<file path="config.mk">
export PLATFORM = sky130hd
export DESIGN_NAME = pmc_host
export DESIGN_NICKNAME = d
export VERILOG_FILES = /design/src/design/pmc_pkg.sv /design/src/design/pmc_host.sv /design/src/design/pmc_timer.sv
export VERILOG_INCLUDE_DIRS = /design/src /design/src/design
export SDC_FILE = /design/constraint.sdc
export NUM_CORES = 1
export LEC_CHECK = 0
export ABC_AREA = 0
export BUFFER_PORTS_ARGS = -buffer_cell sky130_fd_sc_hd__buf_4
export CORE_UTILIZATION = 53
export CTS_CLUSTER_SIZE = 16
export DETAILED_ROUTE_END_ITERATION = 8
export GPL_TIMING_DRIVEN = 1
export PLACE_DENSITY = 0.86
export SLEW_MARGIN = 20
export SYNTH_ARGS = -nofsm -noshare
export SYNTH_HDL_FRONTEND = slang
export SYNTH_SLANG_ARGS = --single-unit
</file>
<file path="constraint.sdc">
create_clock -name SYS_CLK -period 2.05 [get_ports SYS_CLK]
set_input_delay 0.3075 -clock SYS_CLK [delete_from_list [all_inputs] [get_ports SYS_CLK]]
set_output_delay 0.3075 -clock SYS_CLK [all_outputs]
set_load 0.02 [all_outputs]
</file>
<file path="src/design/pmc_defs.svh">
// offsets, field positions, reset values and timing counts of the
// power mode controller; assumes a 10 ns system clock
`ifndef PMC_DEFS_SVH
`define PMC_DEFS_SVH

// system clock period in ns
`define PMC_CLK_NS          10
// software register indices
`define PMC_REG_CTRL        8'h00
`define PMC_REG_MODE        8'h01
`define PMC_REG_STATUS      8'h02
`define PMC_REG_LOADED      8'h03
// control register command bits (write only, self clearing)
`define PMC_CMD_LOAD        0
`define PMC_CMD_SLEEP       1
`define PMC_CMD_WAKE        2
// mode word fields as driven on the address lines
`define PMC_MW_REGION_LSB   0
`define PMC_MW_REDUCED      3
`define PMC_MW_PARTIAL      4
`define PMC_MW_TEMP_LSB     5
`define PMC_MW_PAGE         7
// status register bits
`define PMC_ST_BUSY         0
`define PMC_ST_SLEEP        1
`define PMC_ST_RECOVER      2
`define PMC_ST_PARTIAL      3
`define PMC_ST_PAGE         4
`define PMC_ST_REDUCED      5
// reset value of the pending mode word
`define PMC_MODE_RST        22'h000000
// region codes for reduced size on the 32Mb die
`define PMC_RG_LO_QUARTER   3'h3
`define PMC_RG_LO_HALF      3'h2
`define PMC_RG_HI_QUARTER   3'h7
`define PMC_RG_HI_HALF      3'h6
// top address bit of the 32Mb die; it and the bit below pick the quarter
`define PMC_RMS_MSB         20
// times as printed, ns
`define PMC_T_CDZZ_NS       5
`define PMC_T_ZZWE_MIN_NS   10
`define PMC_T_ZZWE_MAX_NS   500
`define PMC_T_WC_NS         85
`define PMC_T_ZZMIN_NS      10000
`define PMC_T_RECOVER_NS    200000
// derived cycle counts, least times rounded up
`define PMC_CYC(ns)         (((ns) + `PMC_CLK_NS - 1) / `PMC_CLK_NS)
`define PMC_CDZZ_CYC        `PMC_CYC(`PMC_T_CDZZ_NS)
`define PMC_ZZWE_CYC        `PMC_CYC(`PMC_T_ZZWE_MIN_NS)
`define PMC_WC_CYC          `PMC_CYC(`PMC_T_WC_NS)
`define PMC_ZZMIN_CYC       `PMC_CYC(`PMC_T_ZZMIN_NS)
`define PMC_RECOVER_CYC     `PMC_CYC(`PMC_T_RECOVER_NS)

`endif

</file>
<file path="src/design/pmc_pkg.sv">
// types shared by the power mode controller
// assumes nothing of its surroundings
package pmc_pkg;

	// sequencer states
	typedef enum logic [2:0] {
		PMC_IDLE    = 3'b000,
		PMC_DESEL   = 3'b001,
		PMC_ZZ_WE   = 3'b010,
		PMC_WRITE   = 3'b011,
		PMC_WR_END  = 3'b100,
		PMC_SLEEP   = 3'b101,
		PMC_RECOVER = 3'b110
	} pmc_state_e;

	// operation being run
	typedef enum logic {
		PMC_OP_LOAD  = 1'b0,
		PMC_OP_SLEEP = 1'b1
	} pmc_op_e;

endpackage

</file>
<file path="src/design/pmc_host.sv">
// host side sequencer that loads the mode register of a pseudo-static
// ram and drives its deep sleep entry and exit over the pins
// assumes software on SYS_CLK and a device wired straight to the pins
`timescale 1ns/10ps
`include "pmc_defs.svh"

////////////////////////////////////////////////////////////////////////
module pmc_host
	import pmc_pkg::*;
#(
	parameter int ADDR_W      = 22,
	parameter int TIMER_W     = 16,
	parameter int WC_CYC      = `PMC_WC_CYC,
	parameter int ZZMIN_CYC   = `PMC_ZZMIN_CYC,
	parameter int RECOVER_CYC = `PMC_RECOVER_CYC
) (
	// clock and reset
	input  wire logic              SYS_CLK,
	input  wire logic              RST_N,
	// software register port
	input  wire logic [7:0]        REG_ADDR,
	input  wire logic [31:0]       REG_WDATA,
	input  wire logic              REG_WR,
	input  wire logic              REG_RD,
	output logic      [31:0]       REG_RDATA,
	// access permission check for the normal access path
	input  wire logic [ADDR_W-1:0] ACC_ADDR,
	output logic                   ACC_PERMIT,
	// device pins
	output logic                   PSRAM_CE_N,
	output logic                   PSRAM_WE_N,
	output logic                   PSRAM_OE_N,
	output logic                   PSRAM_UPPER_BYTE_N,
	output logic                   PSRAM_LOWER_BYTE_N,
	output logic                   PSRAM_SLEEP_N,
	output logic      [ADDR_W-1:0] PSRAM_ADDR
);

	////////////////////////////////////////////////////////////////////
	// declarations

	pmc_state_e          state_q;     // sequencer state
	pmc_state_e          state_d;     // its next value
	pmc_op_e             op_q;        // operation in progress
	logic [ADDR_W-1:0]   mode_q;      // mode word to be loaded
	logic [ADDR_W-1:0]   loaded_q;    // last mode word loaded
	logic                wake_q;      // wake request pending
	logic                reduced_q;   // reduced size in force
	logic [31:0]         rdata_q;     // read data register
	logic                timer_load;  // restart delay on state change
	logic [TIMER_W-1:0]  timer_val;   // delay for the state entered
	logic                expired;     // current delay has elapsed
	logic                cmd_load;    // load command strobe
	logic                cmd_sleep;   // sleep command strobe
	logic                cmd_wake;    // wake command strobe
	logic [1:0]          top_bits;    // top address bits under check
	logic                in_region;   // address inside reduced region

	// command strobes from the control register
	assign cmd_load  = REG_WR && (REG_ADDR == `PMC_REG_CTRL)
		&& REG_WDATA[`PMC_CMD_LOAD];
	assign cmd_sleep = REG_WR && (REG_ADDR == `PMC_REG_CTRL)
		&& REG_WDATA[`PMC_CMD_SLEEP];
	assign cmd_wake  = REG_WR && (REG_ADDR == `PMC_REG_CTRL)
		&& REG_WDATA[`PMC_CMD_WAKE];

	////////////////////////////////////////////////////////////////////
	// delay timer

	// every state restarts the timer with its own least delay
	assign timer_load = (state_d != state_q);

	// delay picked by the state being entered
	always_comb begin
		case (state_d)
			PMC_DESEL:   timer_val = TIMER_W'(`PMC_CDZZ_CYC);
			PMC_ZZ_WE:   timer_val = TIMER_W'(`PMC_ZZWE_CYC);
			PMC_WRITE:   timer_val = TIMER_W'(WC_CYC);
			PMC_SLEEP:   timer_val = TIMER_W'(ZZMIN_CYC);
			PMC_RECOVER: timer_val = TIMER_W'(RECOVER_CYC);
			default:     timer_val = '0;
		endcase
	end

	pmc_timer #(
		.W (TIMER_W)
	) u_timer (
		.clk      (SYS_CLK),
		.rst_n    (RST_N),
		.load     (timer_load),
		.load_val (timer_val),
		.expired  (expired)
	);

	////////////////////////////////////////////////////////////////////
	// sequencer

	// next state; load and sleep commands are ignored unless idle, wake counts only in sleep
	always_comb begin
		state_d = state_q;
		case (state_q)
			PMC_IDLE: begin
				if (cmd_load || cmd_sleep) begin
					state_d = PMC_DESEL;
				end
			end
			PMC_DESEL: begin
				// chip stays deselected before sleep falls
				if (expired) begin
					state_d = (op_q == PMC_OP_SLEEP) ? PMC_SLEEP
						: PMC_ZZ_WE;
				end
			end
			PMC_ZZ_WE: begin
				// two cycles: inside the 10..500 ns window
				if (expired) begin
					state_d = PMC_WRITE;
				end
			end
			PMC_WRITE: begin
				if (expired) begin
					state_d = PMC_WR_END;
				end
			end
			PMC_WR_END: state_d = PMC_IDLE;
			PMC_SLEEP: begin
				// wake only after the least sleep pulse
				if (expired && wake_q) begin
					state_d = PMC_RECOVER;
				end
			end
			PMC_RECOVER: begin
				if (expired) begin
					state_d = PMC_IDLE;
				end
			end
			default: state_d = PMC_IDLE;
		endcase
	end

	// state register
	always_ff @(posedge SYS_CLK or negedge RST_N) begin
		if (!RST_N) begin
			state_q <= PMC_IDLE;
		end else begin
			state_q <= state_d;
		end
	end

	// operation latched when a command starts
	always_ff @(posedge SYS_CLK or negedge RST_N) begin
		if (!RST_N) begin
			op_q <= PMC_OP_LOAD;
		end else if (state_q == PMC_IDLE && cmd_sleep) begin
			op_q <= PMC_OP_SLEEP;
		end else if (state_q == PMC_IDLE && cmd_load) begin
			op_q <= PMC_OP_LOAD;
		end
	end

	// wake request held until the sleep state is left
	always_ff @(posedge SYS_CLK or negedge RST_N) begin
		if (!RST_N) begin
			wake_q <= 1'b0;
		end else if (cmd_wake && state_q == PMC_SLEEP) begin
			wake_q <= 1'b1;
		end else if (state_q != PMC_SLEEP) begin
			wake_q <= 1'b0;
		end
	end

	////////////////////////////////////////////////////////////////////
	// mode word state

	// pending mode word, writable only while idle
	always_ff @(posedge SYS_CLK or negedge RST_N) begin
		if (!RST_N) begin
			mode_q <= ADDR_W'(`PMC_MODE_RST);
		end else if (REG_WR && REG_ADDR == `PMC_REG_MODE
			&& state_q == PMC_IDLE) begin
			mode_q <= REG_WDATA[ADDR_W-1:0];
		end
	end

	// loaded word and reduced size follow a completed load only
	always_ff @(posedge SYS_CLK or negedge RST_N) begin
		if (!RST_N) begin
			loaded_q  <= ADDR_W'(`PMC_MODE_RST);
			reduced_q <= 1'b0;
		end else if (state_q == PMC_WR_END) begin
			loaded_q  <= mode_q;
			// takes effect one cycle after sleep rises, as idle returns; reset clears it, each later load recomputes it
			reduced_q <= mode_q[`PMC_MW_PARTIAL]
				&& mode_q[`PMC_MW_REDUCED];
		end
	end

	////////////////////////////////////////////////////////////////////
	// pins; strobes registered from the next state, address from the load command

	always_ff @(posedge SYS_CLK or negedge RST_N) begin
		if (!RST_N) begin
			PSRAM_CE_N    <= 1'b1;
			PSRAM_WE_N    <= 1'b1;
			PSRAM_SLEEP_N <= 1'b1;
			PSRAM_ADDR    <= '0;
		end else begin
			// chip enabled only for the register write
			PSRAM_CE_N    <= (state_d != PMC_WRITE);
			PSRAM_WE_N    <= (state_d != PMC_WRITE);
			// sleep low through the write and the sleep period
			PSRAM_SLEEP_N <= !(state_d == PMC_ZZ_WE
				|| state_d == PMC_WRITE
				|| state_d == PMC_SLEEP);
			// mode word set up at the load command, held to the next
			if (state_q == PMC_IDLE && cmd_load) begin
				PSRAM_ADDR <= mode_q;
			end
		end
	end

	// reads are not used by this block
	assign PSRAM_OE_N         = 1'b1;
	assign PSRAM_UPPER_BYTE_N = 1'b1;
	assign PSRAM_LOWER_BYTE_N = 1'b1;

	////////////////////////////////////////////////////////////////////
	// access permission

	// top two address bits of the 32Mb die split it into quarters
	assign top_bits = ACC_ADDR[`PMC_RMS_MSB -: 2];

	// region test against the loaded region code
	always_comb begin
		case (loaded_q[`PMC_MW_REGION_LSB +: 3])
			`PMC_RG_LO_QUARTER: in_region = (top_bits == 2'h0);
			`PMC_RG_LO_HALF:    in_region = !top_bits[1];
			`PMC_RG_HI_QUARTER: in_region = (top_bits == 2'h3);
			`PMC_RG_HI_HALF:    in_region = top_bits[1];
			default:            in_region = 1'b1;
		endcase
	end

	// normal accesses only when idle and, with reduced size in force, inside the region
	assign ACC_PERMIT = (state_q == PMC_IDLE)
		&& (!reduced_q || in_region);

	////////////////////////////////////////////////////////////////////
	// register read port

	// read data one cycle after the strobe, zero elsewhere
	always_ff @(posedge SYS_CLK or negedge RST_N) begin
		if (!RST_N) begin
			rdata_q <= 32'h0000_0000;
		end else if (REG_RD) begin
			rdata_q <= 32'h0000_0000;
			case (REG_ADDR)
				`PMC_REG_MODE: rdata_q[ADDR_W-1:0] <= mode_q;
				`PMC_REG_LOADED: begin
					rdata_q[ADDR_W-1:0] <= loaded_q;
				end
				`PMC_REG_STATUS: begin
					rdata_q[`PMC_ST_BUSY]    <= (state_q != PMC_IDLE);
					rdata_q[`PMC_ST_SLEEP]   <= (state_q == PMC_SLEEP);
					rdata_q[`PMC_ST_RECOVER] <= (state_q == PMC_RECOVER);
					rdata_q[`PMC_ST_PARTIAL] <=
						loaded_q[`PMC_MW_PARTIAL];
					rdata_q[`PMC_ST_PAGE]    <=
						loaded_q[`PMC_MW_PAGE];
					rdata_q[`PMC_ST_REDUCED] <= reduced_q;
				end
				default: rdata_q <= 32'h0000_0000;
			endcase
		end else begin
			rdata_q <= 32'h0000_0000;
		end
	end
	assign REG_RDATA = rdata_q;

endmodule

</file>
<file path="src/design/pmc_timer.sv">
// down counter used for every pin-to-pin delay of the sequencer
// assumes a load pulse from logic on the same clock
`timescale 1ns/10ps

module pmc_timer #(
	parameter int W = 16
) (
	// clock and reset
	input  wire logic         clk,
	input  wire logic         rst_n,
	// load and status
	input  wire logic         load,
	input  wire logic [W-1:0] load_val,
	output logic              expired
);

	logic [W-1:0] count_q;  // cycles still to wait

	// load wins over counting down
	always_ff @(posedge clk or negedge rst_n) begin
		if (!rst_n) begin
			count_q <= '0;
		end else if (load) begin
			count_q <= load_val;
		end else if (count_q != '0) begin
			count_q <= count_q - 1'b1;
		end
	end

	// zero means the delay has run out
	assign expired = (count_q == '0);

endmodule

</file>
==> reports/qor.csv, run 1 <==
metric;value;unit
clk_pin_slew;0.11;ns
core_area;0.00924;mm^2
powerDensity;600;mW/mm^2
internal-power;2.87;mW
htree_levels;3;
layout-drive-gt1-share;36.4;%
crit_type;reg -> out;
start_util;54.9;%
syn_inst;401;
slew_headroom;57.5;%
worstPathRequired;1.74;ns
rows;35;
synth.ff_latch_count;112;
maxCapViolCount;0;
rr_startpoint;u_timer.count_q[6];
drc;0;
rsz0062_at_grt;no;
power.switching;0.871;mW
synth_cell_type_count;59;
max_freq;0.505;GHz
irDropWorstVdd;571;uV
max_stage_delay;0.45;ns
start_kind;flip-flop;
grt_pass1_vias;3549;
grt_start_max_net_pins;48;
tightest_slew;0.637;ns
synth_edf_count;0;
yosysMostFrequentCell;dfrtp_1;
io_pins;127;
p_sw_share;23.3;%
grt_pass1_wl;17.3;mm
syn_area_per_cell;12.6;um^2
cts_root_buf;clkbuf_8;
setup_viol;0;
path_max_fanout;8;
dieWidth;99.8;um
io_buffers;83;
power_frac_clock;36.7;%
min_period;1.98;ns
path_delay_family;flip-flops;
drt_iter0_drc;130;
cts_buffers;9;
nets;571;
ys_top_cells_by_area;dfrtp_1, mux2_1, mux2_2;
ys.flop_type;dfrtp_1;
hold_start;REG_WDATA[13];
cp_cell_sequence;buf_4, or3_4, a31oi_1, buf_4;
finalCritPeriodShare;96.6;%
slowest_stage;dfrtp_2;
clock_sinks;112;
ys_seq_area_share;55.3;%
yosysTopAreaCell;dfrtp_1;
finalWeightedCongestion;0.835;
fin_skew;0.0104;ns
maxSlewViolCount;0;
holdPathStages;2;
insertion_delay;0.37;ns
wl;10.7;mm
drt-pass1-iter-count;4;
fin_util;67.4;%
worst-path-buf-inv;2;
power_frac_seq;59.1;%
antenna_found_initial;0;
syn2layout_area_growth;22.8;%
cpMostUsedCell;buf_4;
track_usage;22.3;%
die_area;0.00997;mm^2
finalSetupTns;0;ns
avgRoutedWirePerCell;16.8;um
drtAntennaViolNets;0;
yosysWarnings;0;
clk_path_buf_depth;2;
status;complete, no violations;
overflow;0;
power.leakage;2.99;nW
end_kind;primary output;
worst-path-stages;4;
insertedDiodeCount;0;
fillers;664;
die_height;99.8;um
critPathLaunch;state_q[1];
viasPerCell;5.51;
hold_viol;0;
num_vias;3508;
cts_tree;yes;
hold_class;in -> reg;
r2r_cells;6;
arrival;1.67;ns
hpwlAfterDp;7.50;mm
syn-cell-area;0.00507;mm^2
combPwrFrac;4.2;%
synth_common_cells;dfrtp_1, mux2_1, mux2_2;
synth_top_area_share;54.3;%
synthArstFlopShare;100;%
-- sequential cells by signal, summed over array words and instances, names as in the netlist --
| register | cells |
|---|---|
| REG_RDATA | 22 |
| PSRAM_WE_N | 1 |
| PSRAM_ADDR | 22 |
| mode_q | 22 |
| u_timer.count_q | 16 |
| op_q | 1 |
| wake_q | 1 |
| reduced_q | 1 |
| PSRAM_SLEEP_N | 1 |
| loaded_q | 22 |
| state_q | 3 |
-- layout make-up --
cell class,instances,area [um^2],area share (%)
Sequential cell,112,2810,45.1
Multi-Input combinational cell,262,2120,34.0
Timing Repair Buffer,112,906,14.5
Tap cell,129,161,2.59
Clock buffer,10,128,2.05
Clock inverter,6,85.1,1.37
Inverter,6,22.5,0.362
-- power groups by stage --
stage               Clock, mW  Sequential (mW)  Combinational, mW
floorplan                   0             2.25             0.0628
global placement            0             2.25              0.154
detailed placement          0             2.25              0.157
CTS                      1.42             2.21              0.160
global route             1.50             2.21              0.174
finish                   1.37             2.21              0.157
-- cell usage in the layout (no fill, tap or decap), types with 3 or more instances in the layout --
master / instances
mux2_2: 32
buf_12: 5
a21oi_1: 4
a31oi_1: 3
nand2_1: 6
nor2b_1: 21
nor3_1: 4
o21ai_0: 11
buf_4: 106
mux2i_1: 3
dfrtp_1: 108
nand2b_1: 3
nor4_4: 4
clkbuf_8: 9
conb_1: 13
a22oi_1: 20
nand3_1: 11
nand4_1: 3
nor2_1: 22
xor2_1: 8
or3_1: 3
a211oi_1: 5
inv_1: 5
xnor2_1: 6
mux2_1: 39
-- per-layer routing --
metal | vias up | global-route usage [%] | part of all wire (%)
met1 | 1795 | 28.3 | 42
met3 | 13 | 4.60 | 4.0
met5 | - | 0 | 0
met2 | 84 | 38.7 | 53
met4 | 0 | 6.67 | 1.4
li1 | 1616 | - | -
-- metrics by stage --
step | std cells | instance area [um^2] | hold slack, ns | setup WS (ns) | power [mW]
6_report | 637 | 6230 | 0.137 | 0.0701 | 3.74
5_1_grt | 637 | 6230 | 0.127 | 0.00138 | 3.88
4_1_cts | 636 | 6190 | 0.123 | 0.0366 | 3.79
3_5_place_dp | 619 | 5970 | 0.364 | 0.0551 | 2.41
3_3_place_gp | 619 | 5970 | 0.359 | 0.119 | 2.41
2_1_floorplan | 412 | 5110 | 0.0119 | 0.268 | 2.32
-- cell families after synthesis --
family / after synthesis / synth area share [%]
adder cells (fa/ha/maj): 3 / 0.691
other: 2 / 0.148
AO/OA/AOI/OAI: 59 / 8.39
XOR/XNOR: 14 / 2.42
multiplexers: 74 / 16.4
flip-flops: 112 / 55.3
AND/OR/NAND/NOR: 99 / 12.4
buffers and inverters: 38 / 4.34
-- path summary, 6_finish.rpt --
| path | slack, ns | end |
|---|---|---|
| max | 0.07 | ACC_PERMIT |
| min | 0.14 | mode_q[13] |
| max reg2reg | 0.10 | u_timer.count_q[13] |
| min reg2reg | 0.51 | PSRAM_ADDR[7] |
| max in group asynchronous | 0.90 | REG_RDATA[21] |
| min in group asynchronous | 0.50 | PSRAM_ADDR[4] |
-- timing repair --
action / CTS / global route
endpoints found under the hold margin: 43 / 0
resized for setup: 0 / 7
hold buffers: 1 / 0
endpoints found under the setup margin: 0 / 7
buffers inserted: 0 / 1
No activity file was read; power rests on OpenSTA's default activity.
==> inputs of run 2 (changes only) <==
--- a/config.mk
+++ b/config.mk
@@ -8,11 +8,11 @@
 export LEC_CHECK = 0
 export ABC_AREA = 0
 export BUFFER_PORTS_ARGS = -buffer_cell sky130_fd_sc_hd__buf_4
-export CORE_UTILIZATION = 53
+export CORE_UTILIZATION = 57
 export CTS_CLUSTER_SIZE = 16
 export DETAILED_ROUTE_END_ITERATION = 8
 export GPL_TIMING_DRIVEN = 1
-export PLACE_DENSITY = 0.86
+export PLACE_DENSITY = 0.91
 export SLEW_MARGIN = 20
 export SYNTH_ARGS = -nofsm -noshare
 export SYNTH_HDL_FRONTEND = slang
==> constraint.sdc (replaced) <==
create_clock -name SYS_CLK -period 2.5 [get_ports SYS_CLK]
set_input_delay 0.375 -clock SYS_CLK [delete_from_list [all_inputs] [get_ports SYS_CLK]]
set_output_delay 0.375 -clock SYS_CLK [all_outputs]
set_load 0.02 [all_outputs]
==> reports/qor.csv, run 2 (synthesis results as in run 1) <==
metric;value;unit;change
hold_class;in -> reg;;
cts_buffers;9;;unchanged
insertion_delay;0.38;ns;about the same
layout_common_cells;dfrtp_1, buf_4, mux2_1, mux2_2, nor2_1;;
wl;10.3;mm;-3.8%
die_height;96.3;um;-3.5%
clock_sinks;112;;unchanged
setup_viol;0;;unchanged
cpMostUsedCell;buf_4;;
path_max_fanout;10;;+2
grt_start_max_net_pins;52;;+8.3%
layout-drive-gt1-share;33.2;%;-3.2 points
worstPathRequired;2.12;ns;+0.38 ns
io_buffers;83;;unchanged
finalCritPeriodShare;89.0;%;
cts_root_buf;clkbuf_8;;
holdWs;0.201;ns;+0.0634 ns
hold_viol;0;;unchanged
overflow;0;;unchanged
maxCapViolCount;0;;unchanged
die_area;0.00928;mm^2;-6.9%
finalWeightedCongestion;0.855;;+2.4%
crit_type;reg -> out;;
insertedDiodeCount;0;;unchanged
drtAntennaViolNets;0;;unchanged
reg2reg_to;u_timer.count_q[5];;
hpwlAfterDp;7.27;mm;-3.1%
min_period;2.23;ns;
placed_cell_area;0.00578;mm^2;-3.3%
start_util;58.4;%;+3.6 points
postLayoutCellArea;0.00598;mm^2;-4.0%
end_kind;primary output;;
avgRoutedWirePerCell;17.1;um;+2.3%
drt_iter0_drc;122;;-6.2%
slew_headroom;60.3;%;+2.8 points
antenna_found_initial;0;;unchanged
max_stage_delay;0.52;ns;+0.07 ns
irDropWorstVdd;423;uV;-26%
rows;34;;-2.9%
status;complete, no violations;;
nets;554;;-3.0%
start_kind;flip-flop;;
rr_startpoint;u_timer.count_q[0];;
core_area;0.00868;mm^2;-6.1%
fin_util;68.9;%;+1.5 points
arrival;1.85;ns;+0.18 ns
dieWidth;96.3;um;-3.5%
htree_levels;3;;unchanged
fillers;614;;-7.5%
power.leakage;2.88;nW;-3.8%
track_usage;23.7;%;+1.3 points
grt_pass1_vias;3380;;-4.8%
drt-pass1-iter-count;5;;+1
io_pins;127;;unchanged
powerDensity;502;mW/mm^2;-16%
finalSetupTns;0;ns;unchanged
rsz0062_at_grt;no;;
layout_commonest_cell;dfrtp_1;;
min_to;mode_q[10];;
num_vias;3447;;-1.7%
grt_pass1_wl;16.4;mm;-5.4%
hold_start;REG_WDATA[10];;
cp_cell_sequence;buf_4, or3_1, a31oi_1, buf_4;;
clk_pin_slew;0.12;ns;about the same
clk_path_buf_depth;2;;unchanged
holdPathStages;2;;unchanged
rrSetupSlack;0.32;ns;+0.22 ns
maxSlewViolCount;0;;unchanged
fin_skew;0.0153;ns;+0.00493 ns
cts_tree;yes;;
slowest_stage;dfrtp_1;;
syn2layout_area_growth;17.9;%;
r2r_cells;8;;+2
tightest_slew;0.593;ns;-0.0440 ns
drc;0;;unchanged
max_freq;0.449;GHz;
finalPower;3.00;mW;-20%
viasPerCell;5.75;;+4.5%
## run 2: changes by cell type in the layout (fill, tap and decap cells not counted), sizes merged
cell / delta
inv: +1
bufinv: -1
buf: -17
clkinv: +1
clkbuf: -1
## run 2: metrics by stage
stage | setup WS [ns] | instances
6_report | 0.274 | 599
3_3_place_gp | 0.453 | 582
3_5_place_dp | 0.405 | 582
5_1_grt | 0.136 | 599
2_1_floorplan | 0.713 | 412
4_1_cts | 0.285 | 599
## run 2: how the worst max path moves through the flow
stage,start,end,slack [ns]
after floorplan,state_q[0],ACC_PERMIT,0.71
after global placement,u_timer.count_q[0],u_timer.count_q[3],0.45
after detailed placement,REG_ADDR[3],PSRAM_ADDR[14],0.40
after CTS,state_q[0],ACC_PERMIT,0.29
after global routing,state_q[0],ACC_PERMIT,0.14
final,state_q[0],ACC_PERMIT,0.27
## run 2: area by class of cell
type / count / area (um^2) / share of cell area (%)
clock inverters: 7 / 71.3 / 1.19
clock buffers: 9 / 124 / 2.07
repair buffers: 95 / 728 / 12.2
multi-input cells: 262 / 2090 / 35.0
flip-flops and latches: 112 / 2810 / 46.9
inverters: 6 / 22.5 / 0.377
well taps: 108 / 135 / 2.26
## run 2: critical path, delay by kind of cell, from the launching register on
family	cells	cell delay (ns)
AOI/OAI and AO/OA	1	0.18
buffers and inverters	2	0.39
DFF	1	0.52
and+or+nand+nor	1	0.39
## run 2: metal layers
metal	up-vias	track usage [%]	wire [um]
li1	1580	-	-
met1	1726	30.8	4320
met2	130	38.6	5160
met3	11	6.95	670
met4	0	6.86	119
met5	-	0	0
## run 2: where the power goes
group	switching, mW	internal [mW]
Combinational	0.0768	0.0487
Sequential	0.000393	1.81
Clock	0.672	0.395
## run 2: timing repair
item                                   in CTS  in global routing
setup buffers                               0                  0
gates resized for setup                     0                  0
endpoints found under the hold margin      36                  0
hold buffers                                1                  0
